File: src/pkg/prl_port2_defs.vh
// Constants for the second-port rate limit and cable diagnostic register bank.
// Assumes a 16-bit register port with byte addresses and one 20 MHz clock.
`ifndef PRL_PORT2_DEFS_VH
`define PRL_PORT2_DEFS_VH

// Register byte offsets.
`define PRL_OFS_ING_P1P0   8'h8c
`define PRL_OFS_ING_P3P2   8'h8e
`define PRL_OFS_EGR_P1P0   8'h90
`define PRL_OFS_EGR_P3P2   8'h92
`define PRL_OFS_CABLE_DIAG 8'h94

// Field positions.
`define PRL_HI_LIMIT       14:8
`define PRL_LO_LIMIT       6:0
`define PRL_BIT_EGR_EN     7
`define PRL_BIT_RSV_HI     15
`define PRL_BIT_RSV_LO     7
`define PRL_BIT_NEAR_SHORT 15
`define PRL_VERDICT        14:13
`define PRL_BIT_START      12
`define PRL_BIT_FORCE_LINK 11
`define PRL_BIT_RSV_DIAG   10
`define PRL_BIT_LOOPBACK   9
`define PRL_FAULT_COUNT    8:0

// Reset values.
`define PRL_RST_LIMIT      7'h00
`define PRL_RST_RSV        1'b0
`define PRL_RST_RSV_DIAG   1'b1
`define PRL_RST_VERDICT    2'h0
`define PRL_RST_COUNT      9'h000
`define PRL_RST_BUCKET     16'h0000
`define PRL_ZERO16         16'h0000

// Verdict encodings.
`define PRL_VERDICT_NORMAL 2'h0
`define PRL_VERDICT_OPEN   2'h1
`define PRL_VERDICT_SHORT  2'h2
`define PRL_VERDICT_FAIL   2'h3

// Credit refill: one tick per microsecond adds the limit code in bytes.
`define PRL_CLK_NS         50
`define PRL_TICK_NS        1000
`define PRL_TICK_CYC       (`PRL_TICK_NS / `PRL_CLK_NS)
`define PRL_TICK_W         5
`define PRL_BUCKET_MAX     16'h2000
`define PRL_NUM_BUCKETS    8
`define PRL_EGR_BASE       3'h4

`endif

File: src/rtl/prl_port2_regs.v
// Register bank for the second switch port: rate limits and cable diagnostic.
// Assumes host and PHY logic run on sys_clk; the analog cable tester sits outside.
`timescale 1ns/1ns
`include "prl_port2_defs.vh"

// Overview of operation
// - Priority 0 ingress limit held in bits 6..0 of first ingress register.
// - Priority 3 ingress limit in bits 14..8 of second ingress register, resets zero.
// - Priority 2 ingress limit in bits 6..0 of second ingress register, resets zero.
// - A zero limit code means no limiting, full line rate.
// - Nonzero limit: frames beyond the configured rate are dropped.
// - Priority 1 egress limit held in bits 14..8 of first egress register.
// - Priority 0 egress limit held in bits 6..0 of first egress register.
// - Bit 7 of first egress register enables egress limiting, resets zero.
// - Second egress register holds priority 3 and priority 2 egress limits.
// - Writing one to bit 12 starts the cable test; hardware clears it when done.
// - Bits 14..13 report verdict: normal, open, short, failed.
// - Bit 15 flags a short closer than ten meters.
// - Bits 8..0 give the fault distance count, about 0.4 m per step.
// - Bit 11 forces the link indication to pass.
// - Bit 9 loops received line data back to the transmitter.
module prl_port2_regs (
  input  wire        sys_clk,
  input  wire        nrst,
  input  wire [7:0]  reg_addr,
  input  wire        reg_wr,
  input  wire        reg_rd,
  input  wire [1:0]  reg_be,
  input  wire [15:0] reg_wdata,
  output reg  [15:0] reg_rdata,
  output reg         reg_rvalid,
  input  wire        ing_req,
  input  wire [1:0]  ing_prio,
  input  wire [10:0] ing_len,
  output reg         ing_ack,
  output reg         ing_pass,
  input  wire        egr_req,
  input  wire [1:0]  egr_prio,
  input  wire [10:0] egr_len,
  output reg         egr_ack,
  output reg         egr_pass,
  output reg         cable_test_go,
  input  wire        cable_test_done,
  input  wire [1:0]  cable_test_result,
  input  wire        cable_test_near,
  input  wire [8:0]  cable_test_count,
  input  wire        phy_link_raw,
  output reg         link_ok,
  output reg         force_link,
  output reg         near_loopback
);

  // Saturating credit refill.
  function [15:0] credit_add;
    input [15:0] level;
    input [6:0]  code;
    reg   [16:0] sum;
    begin
      sum = {1'b0, level} + {10'h000, code};
      if (sum > {1'b0, `PRL_BUCKET_MAX})
        credit_add = `PRL_BUCKET_MAX;
      else
        credit_add = sum[15:0];
    end
  endfunction

  // True when a frame of len bytes may pass at this code and credit level.
  function frame_fits;
    input [15:0] level;
    input [6:0]  code;
    input [10:0] len;
    begin
      frame_fits = (code == `PRL_RST_LIMIT) || (level >= {5'h00, len});
    end
  endfunction

  // Byte-lane merge for a 16-bit register write.
  function [15:0] lane_merge;
    input [15:0] old;
    input [15:0] wdat;
    input [1:0]  be;
    begin
      lane_merge[15:8] = be[1] ? wdat[15:8] : old[15:8];
      lane_merge[7:0]  = be[0] ? wdat[7:0]  : old[7:0];
    end
  endfunction

  reg  [15:0] ing_p1p0;
  reg  [15:0] ing_p3p2;
  reg  [15:0] egr_p1p0;
  reg  [15:0] egr_p3p2;
  reg         near_short_flag;
  reg  [1:0]  cable_test_verdict;
  reg         cable_test_start;
  reg         diag_rsv;
  reg  [8:0]  fault_distance_count;
  reg  [`PRL_TICK_W-1:0] tick_cnt;
  reg         tick;
  reg  [15:0] bucket [0:`PRL_NUM_BUCKETS-1];
  reg  [15:0] next_bucket [0:`PRL_NUM_BUCKETS-1];
  wire [6:0]  code [0:`PRL_NUM_BUCKETS-1];
  wire [15:0] diag_word;
  wire [15:0] diag_merged;
  wire        wr_diag;
  wire        start_req;
  wire [2:0]  ing_idx;
  wire [2:0]  egr_idx;
  wire        ing_fit;
  wire        egr_fit;
  integer     i;

  assign code[0] = ing_p1p0[`PRL_LO_LIMIT];
  assign code[1] = ing_p1p0[`PRL_HI_LIMIT];
  assign code[2] = ing_p3p2[`PRL_LO_LIMIT];
  assign code[3] = ing_p3p2[`PRL_HI_LIMIT];
  assign code[4] = egr_p1p0[`PRL_BIT_EGR_EN] ? egr_p1p0[`PRL_LO_LIMIT] : `PRL_RST_LIMIT;
  assign code[5] = egr_p1p0[`PRL_BIT_EGR_EN] ? egr_p1p0[`PRL_HI_LIMIT] : `PRL_RST_LIMIT;
  assign code[6] = egr_p1p0[`PRL_BIT_EGR_EN] ? egr_p3p2[`PRL_LO_LIMIT] : `PRL_RST_LIMIT;
  assign code[7] = egr_p1p0[`PRL_BIT_EGR_EN] ? egr_p3p2[`PRL_HI_LIMIT] : `PRL_RST_LIMIT;

  assign ing_idx = {1'b0, ing_prio};
  assign egr_idx = `PRL_EGR_BASE + {1'b0, egr_prio};
  assign ing_fit = frame_fits(bucket[ing_idx], code[ing_idx], ing_len);
  assign egr_fit = frame_fits(bucket[egr_idx], code[egr_idx], egr_len);

  assign diag_word = {near_short_flag, cable_test_verdict, cable_test_start, force_link,
                      diag_rsv, near_loopback, fault_distance_count};
  assign diag_merged = lane_merge(diag_word, reg_wdata, reg_be);
  assign wr_diag = reg_wr && (reg_addr == `PRL_OFS_CABLE_DIAG);
  assign start_req = wr_diag && diag_merged[`PRL_BIT_START] && !cable_test_start;

  // Microsecond refill tick.
  always @(posedge sys_clk) begin
    if (!nrst) begin
      tick_cnt <= {`PRL_TICK_W{1'b0}};
      tick     <= 1'b0;
    end else if (tick_cnt == `PRL_TICK_CYC - 1) begin
      tick_cnt <= {`PRL_TICK_W{1'b0}};
      tick     <= 1'b1;
    end else begin
      tick_cnt <= tick_cnt + 1'b1;
      tick     <= 1'b0;
    end
  end

  always @* begin
    for (i = 0; i < `PRL_NUM_BUCKETS; i = i + 1) begin
      next_bucket[i] = bucket[i];
      if (tick)
        next_bucket[i] = credit_add(next_bucket[i], code[i]);
      if (ing_req && ing_fit && (ing_idx == i) && (code[i] != `PRL_RST_LIMIT))
        next_bucket[i] = next_bucket[i] - {5'h00, ing_len};
      if (egr_req && egr_fit && (egr_idx == i) && (code[i] != `PRL_RST_LIMIT))
        next_bucket[i] = next_bucket[i] - {5'h00, egr_len};
      // A dormant bucket is kept empty so enabling a limit starts clean.
      if (code[i] == `PRL_RST_LIMIT)
        next_bucket[i] = `PRL_RST_BUCKET;
    end
  end

  always @(posedge sys_clk) begin
    for (i = 0; i < `PRL_NUM_BUCKETS; i = i + 1) begin
      if (!nrst)
        bucket[i] <= `PRL_RST_BUCKET;
      else
        bucket[i] <= next_bucket[i];
    end
  end

  always @(posedge sys_clk) begin
    if (!nrst) begin
      ing_ack  <= 1'b0;
      ing_pass <= 1'b0;
      egr_ack  <= 1'b0;
      egr_pass <= 1'b0;
    end else begin
      ing_ack  <= ing_req;
      ing_pass <= ing_req && ing_fit;
      egr_ack  <= egr_req;
      egr_pass <= egr_req && egr_fit;
    end
  end

  always @(posedge sys_clk) begin
    if (!nrst) begin
      ing_p1p0 <= `PRL_ZERO16;
      ing_p3p2 <= `PRL_ZERO16;
      egr_p1p0 <= `PRL_ZERO16;
      egr_p3p2 <= `PRL_ZERO16;
    end else if (reg_wr) begin
      case (reg_addr)
        `PRL_OFS_ING_P1P0: begin
          ing_p1p0 <= lane_merge(ing_p1p0, reg_wdata, reg_be);
        end
        `PRL_OFS_ING_P3P2: begin
          ing_p3p2 <= lane_merge(ing_p3p2, reg_wdata, reg_be);
        end
        `PRL_OFS_EGR_P1P0: begin
          egr_p1p0 <= lane_merge(egr_p1p0, reg_wdata, reg_be);
        end
        `PRL_OFS_EGR_P3P2: begin
          egr_p3p2 <= lane_merge(egr_p3p2, reg_wdata, reg_be);
        end
        default: begin
        end
      endcase
    end
  end

  // Diagnostic control bits and the reserved bit that resets high.
  always @(posedge sys_clk) begin
    if (!nrst) begin
      force_link    <= 1'b0;
      near_loopback <= 1'b0;
      diag_rsv      <= `PRL_RST_RSV_DIAG;
    end else if (wr_diag) begin
      force_link    <= diag_merged[`PRL_BIT_FORCE_LINK];
      near_loopback <= diag_merged[`PRL_BIT_LOOPBACK];
      diag_rsv      <= diag_merged[`PRL_BIT_RSV_DIAG];
    end
  end

  always @(posedge sys_clk) begin
    if (!nrst)
      link_ok <= 1'b0;
    else
      link_ok <= phy_link_raw || force_link;
  end

  // The start bit cannot be cleared by software; a running test always finishes,
  // which keeps the result fields from being torn by an abort.
  always @(posedge sys_clk) begin
    if (!nrst) begin
      cable_test_start <= 1'b0;
      cable_test_go    <= 1'b0;
    end else begin
      cable_test_go <= start_req;
      if (start_req)
        cable_test_start <= 1'b1;
      else if (cable_test_done)
        cable_test_start <= 1'b0;
    end
  end

  // Results are captured only at completion, so they stay stable for reading.
  always @(posedge sys_clk) begin
    if (!nrst) begin
      near_short_flag      <= 1'b0;
      cable_test_verdict   <= `PRL_RST_VERDICT;
      fault_distance_count <= `PRL_RST_COUNT;
    end else if (cable_test_done && cable_test_start) begin
      near_short_flag      <= cable_test_near;
      cable_test_verdict   <= cable_test_result;
      fault_distance_count <= cable_test_count;
    end
  end

  // Read port: data one cycle after the strobe; unmapped offsets read zero.
  always @(posedge sys_clk) begin
    if (!nrst) begin
      reg_rdata  <= `PRL_ZERO16;
      reg_rvalid <= 1'b0;
    end else begin
      reg_rvalid <= reg_rd;
      if (reg_rd) begin
        case (reg_addr)
          `PRL_OFS_ING_P1P0:   reg_rdata <= ing_p1p0;
          `PRL_OFS_ING_P3P2:   reg_rdata <= ing_p3p2;
          `PRL_OFS_EGR_P1P0:   reg_rdata <= egr_p1p0;
          `PRL_OFS_EGR_P3P2:   reg_rdata <= egr_p3p2;
          `PRL_OFS_CABLE_DIAG: reg_rdata <= diag_word;
          default:             reg_rdata <= `PRL_ZERO16;
        endcase
      end
    end
  end

endmodule

File: config.mk
export PLATFORM = sky130hd
export DESIGN_NAME = prl_port2_regs
export DESIGN_NICKNAME = d
export VERILOG_FILES = /design/src/rtl/prl_port2_regs.v
export VERILOG_INCLUDE_DIRS = /design/src /design/src/pkg
export SDC_FILE = /design/constraint.sdc
export NUM_CORES = 1
export LEC_CHECK = 0
export BUFFER_PORTS_ARGS = -buffer_cell sky130_fd_sc_hd__buf_2
export CELL_PAD_IN_SITES_DETAIL_PLACEMENT = 1
export CELL_PAD_IN_SITES_GLOBAL_PLACEMENT = 2
export CORE_ASPECT_RATIO = 1.4
export CORE_UTILIZATION = 35
export DETAILED_ROUTE_END_ITERATION = 8
export HOLD_SLACK_MARGIN = 0.03
export PLACE_DENSITY = 0.8
export SLEW_MARGIN = 20
export SYNTH_ARGS = -nofsm -noshare
export SYNTH_HDL_FRONTEND = slang
export SYNTH_SLANG_ARGS = --single-unit
File: constraint.sdc
create_clock -name sys_clk -period 6.49 [get_ports sys_clk]
set_clock_uncertainty 0.2 [all_clocks]
set_input_delay 0.3245 -clock sys_clk [delete_from_list [all_inputs] [get_ports sys_clk]]
set_output_delay 0.3245 -clock sys_clk [all_outputs]
set_load 0.1 [all_outputs]
==> metrics.md <==
| Metric | Value |
|---|---|
| CP max stage cell | `or4_1` |
| Total track usage | `0.2612` |
| Worst Hold Path EP | `bucket[1][0]` |
| Worst Hold Class | `primary input to flip-flop` |
| Vias in the first global route | `roughly 22,000` |
| Max Slew Vio Count | `0` |
| Synth top area share | `0.2258` |
| Hold Vio Cnt, Final | `0` |
| Wire per inst | `approximately 23 um` |
| Top Family by Delay on Critical Path | `compound AO/OA/AOI/OAI gates` |
| Share of cells above drive strength 1 | `0.09449` |
| Synth Net Count | `about 2,900` |
| DR iter-0 viols | `989` |
| Setup TNS | `0 ns` |
| Slew @ Worst Pin | `0.8101 ns` |
| Hpwl dp | `63,790 um` |
| First-pass GRT wire length | `125,300 um` |
| Antenna fix cells | `0` |
| Util after Layout | `0.3985` |
| Synth cell types | `112` |
| Die width | `209.1 um` |
| Cell depth of the worst setup path | `22` |
| Critical path required time | `6.72 ns` |
| Largest net degree at the start of global routing | `just over 100` |
| Lkg Pwr | `0.009142 uW` |
| Syn_area_per_cell | `7.898 um^2` |
| Worst hold stages | `3` |
| Slowest stage delay, CP | `0.58 ns` |
| Cell area after layout | `0.02351 mm^2` |
| Most frequent cells after synthesis | `269 x nand2_1, 237 x dfxtp_1, 191 x nor2_1` |
| Fin cells | `roughly 3,500` |
| Crit-path max FO | `6` |
| Placed Area | `0.02221 mm^2` |
| Postcts setup bufs | `0` |
| Number of port buffers | `96` |
| Fmax | `roughly 170 MHz` |
| Worst slew margin | `0.4580` |
| H-Tree Level Count | `1` |
| Outcome | `completed` |
| Leading area contributor after synthesis | `dfxtp_1` |
| CTS tree | `done` |
| Peak VDD IR | `0.0001804 V` |
| Total Routed Length | `81,380 um` |
| Initial antenna violation count | `1` |
| CTS sink count | `between 200 and 250` |
| Clock Root Buffer | `clkbuf_16` |
| Synthesis-to-finish area growth | `11.91%` |
| Nets | `2,972` |
| Core area | `0.05899 mm^2` |
| Die ar. | `0.06102 mm^2` |
| Reg2Reg Depth | `22` |
| Maxcap violations | `0` |
| Fin crit period | `roughly 6.0 ns` |
| Final Cycle Share | `0.9251` |
| Worst skew pair latency | `approximately 0.60 ns` |
| Worst-path clk slew | `about 0.060 ns` |
| Count leader, synth | `nand2_1` |
| Cells after DPL | `3,406` |
| Die Y | `291.9 um` |
| Total gr overflow | `0` |
| CTS Buffer Depth | `3` |
| CP Class | `flip-flop to flip-flop` |
| Worst EP arrival | `approximately 6.2 ns` |
| Count of buffer and inverter cells on the critical path | `2` |
| Vias per std cell | `around 6.0` |
| Num rows | `between 100 and 150` |
| Register area share after synthesis | `0.2258` |
| Cell Chain, Critical Path | `ha_1, inv_1, fa_1, xnor2_1, nor4b_1, o211ai_1, or4_1, a2111oi_2, a21boi_1, o22ai_1, ha_1, nor2b_1, o21ai_0, a21boi_0, or3_1, a21oi_1, o21ai_0, a2111oi_0, buf_4, nand2_1, o211ai_1, a21oi_1` |
| Drt first pass iters | `6` |
| RSZ-0062 raised after global routing | `false` |
| Netlist Area Pre-Place | `between 0.02 and 0.025 mm^2` |
| CTS Buf Count | `29` |
| Gp weighted congestion | `about 0.91` |
| Synthesis warning total | `0` |
| # IOs | `97` |
| Post-Synthesis Cells | `2,660` |
| Antenna Violating Nets Remaining | `0` |
| Internal reg-to-reg setup slack | `0.49 ns` |
| EDFF count, synth | `0` |
| PD cells | `148.2 mW/mm^2` |
| Flops & latches, synth | `between 200 and 250` |
| FFs w/ async S/R, synth | `0` |
| DRC Markers | `0` |
| Hold Path Origin | `ing_len[0]` |
| Final setup viols | `0` |
| RR Endpoint | `bucket[2][15]` |
| Largest cells by area after synthesis | `dfxtp_1 23%, ha_1 9.9%, nand2_1 4.8%` |
| Dominant synthesized flop cell | `dfxtp_1` |
| CP endpoint kind | `flip-flop` |
| Via count | `21,070` |
| Initial Util | `0.3561` |
| Reg-to-reg startpoint | `ing_p3p2[0]` |
| Crit path launch type | `flip-flop` |
-- final cells by class --
cell class / instances / area [um^2]
clock buffers: 38 / 789.5
flip-flops and latches: 237 / 4747
well taps: 749 / 937.1
multi-input cells: 2176 / 15360
repair buffers: 160 / 1071
fillers: 7188 / 35480
inverters: 117 / 440.4
clock inverters: 13 / 167.7
-- through the flow --
stage	hold WS [ns]	setup slack [ns]	total power (uW)
final	0.06183	0.4862	3484
after CTS	0.03211	0.3759	3516
after detailed placement	0.2474	0.4367	1803
after global routing	0.04907	0.007374	3594
after global placement	0.2362	0.5520	1794
after floorplan	0.2175	0.3233	1692
-- metal layers --
layer / share of wire / vias to the layer above / global-route usage
met5: 0.00016 / - / 0
met4: 0.075 / 2 / 0.1804
met3: 0.025 / 250 / 0.02420
met2: 0.53 / 414 / 0.5059
met1: 0.37 / 10440 / 0.2591
li1: - / 9971 / -
-- placed cells by master, fill, tap and decap left out, types with 20 or more instances in the layout --
cell type / n
nand2_1: 269
dfxtp_1: 235
nor2_1: 191
a21oi_1: 167
ha_1: 167
inv_1: 115
o21ai_0: 108
buf_2: 95
nor2b_1: 84
xnor2_1: 78
and2_1: 61
xor2_1: 59
a21boi_0: 57
nor3_1: 56
nand3_1: 56
mux2i_1: 51
a21o_1: 47
and3_1: 42
a211oi_1: 38
a31oi_1: 34
nand2b_1: 34
dlygate4sd3_1: 33
o21a_1: 32
a22oi_1: 31
or3_1: 30
o2bb2ai_1: 30
buf_4: 30
nand4_1: 29
clkbuf_16: 29
nor4_1: 24
o211ai_1: 23
mux4_2: 23
o21ai_1: 22
a22o_1: 22
o22ai_1: 21
o31ai_1: 20
-- what timing repair did --
item | in CTS | in global routing
endpoints found under the hold margin | 102 | 0
resized for setup | 0 | 2
endpoints found under the setup margin | 0 | 3
hold buffers | 33 | 0
-- state kept, by name, summed over array words and instances (netlist names), 2 cells and up --
signal and flops:
bucket 128, egr_p1p0 16, egr_p3p2 16, ing_p1p0 16
ing_p3p2 16, reg_rdata 16, fault_distance_count 9, tick_cnt 5
cable_test_verdict 2
-- worst register-to-register path, stage by stage, from the launching register on --
cell	delay (ns)
dfxtp_1	0.39
ha_1	0.20
inv_1	0.06
fa_1	0.41
xnor2_1	0.17
nor4b_1	0.27
o211ai_1	0.16
or4_1	0.58
a2111oi_2	0.35
a21boi_1	0.25
o22ai_1	0.30
ha_1	0.30
nor2b_1	0.13
o21ai_0	0.21
a21boi_0	0.18
or3_1	0.37
a21oi_1	0.20
o21ai_0	0.17
a2111oi_0	0.45
buf_4	0.22
nand2_1	0.06
o211ai_1	0.17
a21oi_1	0.08
-- how the worst max path moves through the flow --
stage | start | end
after global routing | egr_p1p0[7] | bucket[4][15]
after detailed placement | ing_p3p2[0] | bucket[2][15]
after floorplan | egr_p1p0[7] | bucket[4][15]
after CTS | ing_p3p2[0] | bucket[2][15]
after global placement | ing_p3p2[0] | bucket[2][15]
final | ing_p3p2[0] | bucket[2][15]
-- cell families (layout without fill, tap and decap cells) --
group / Yosys count / count (layout) / share of synthesized area
simple gates: 970 / 970 / 0.2363
compound gates: 813 / 813 / 0.2738
buf+inv: 247 / 328 / 0.04550
flops: 237 / 237 / 0.2258
fa+ha+maj: 179 / 179 / 0.1109
xor+xnor: 137 / 137 / 0.05712
mux: 77 / 77 / 0.05057
-- report_power, final --
part	total, uW	leakage (uW)	switching, uW	internal (uW)
Sequential	1470	0.00191	5.33	1460
Clock	1700	0.000467	717	978
Combinational	320	0.00676	213	107
Total	3480	0.00914	935	2550
Power figures use the tool's default switching activity.
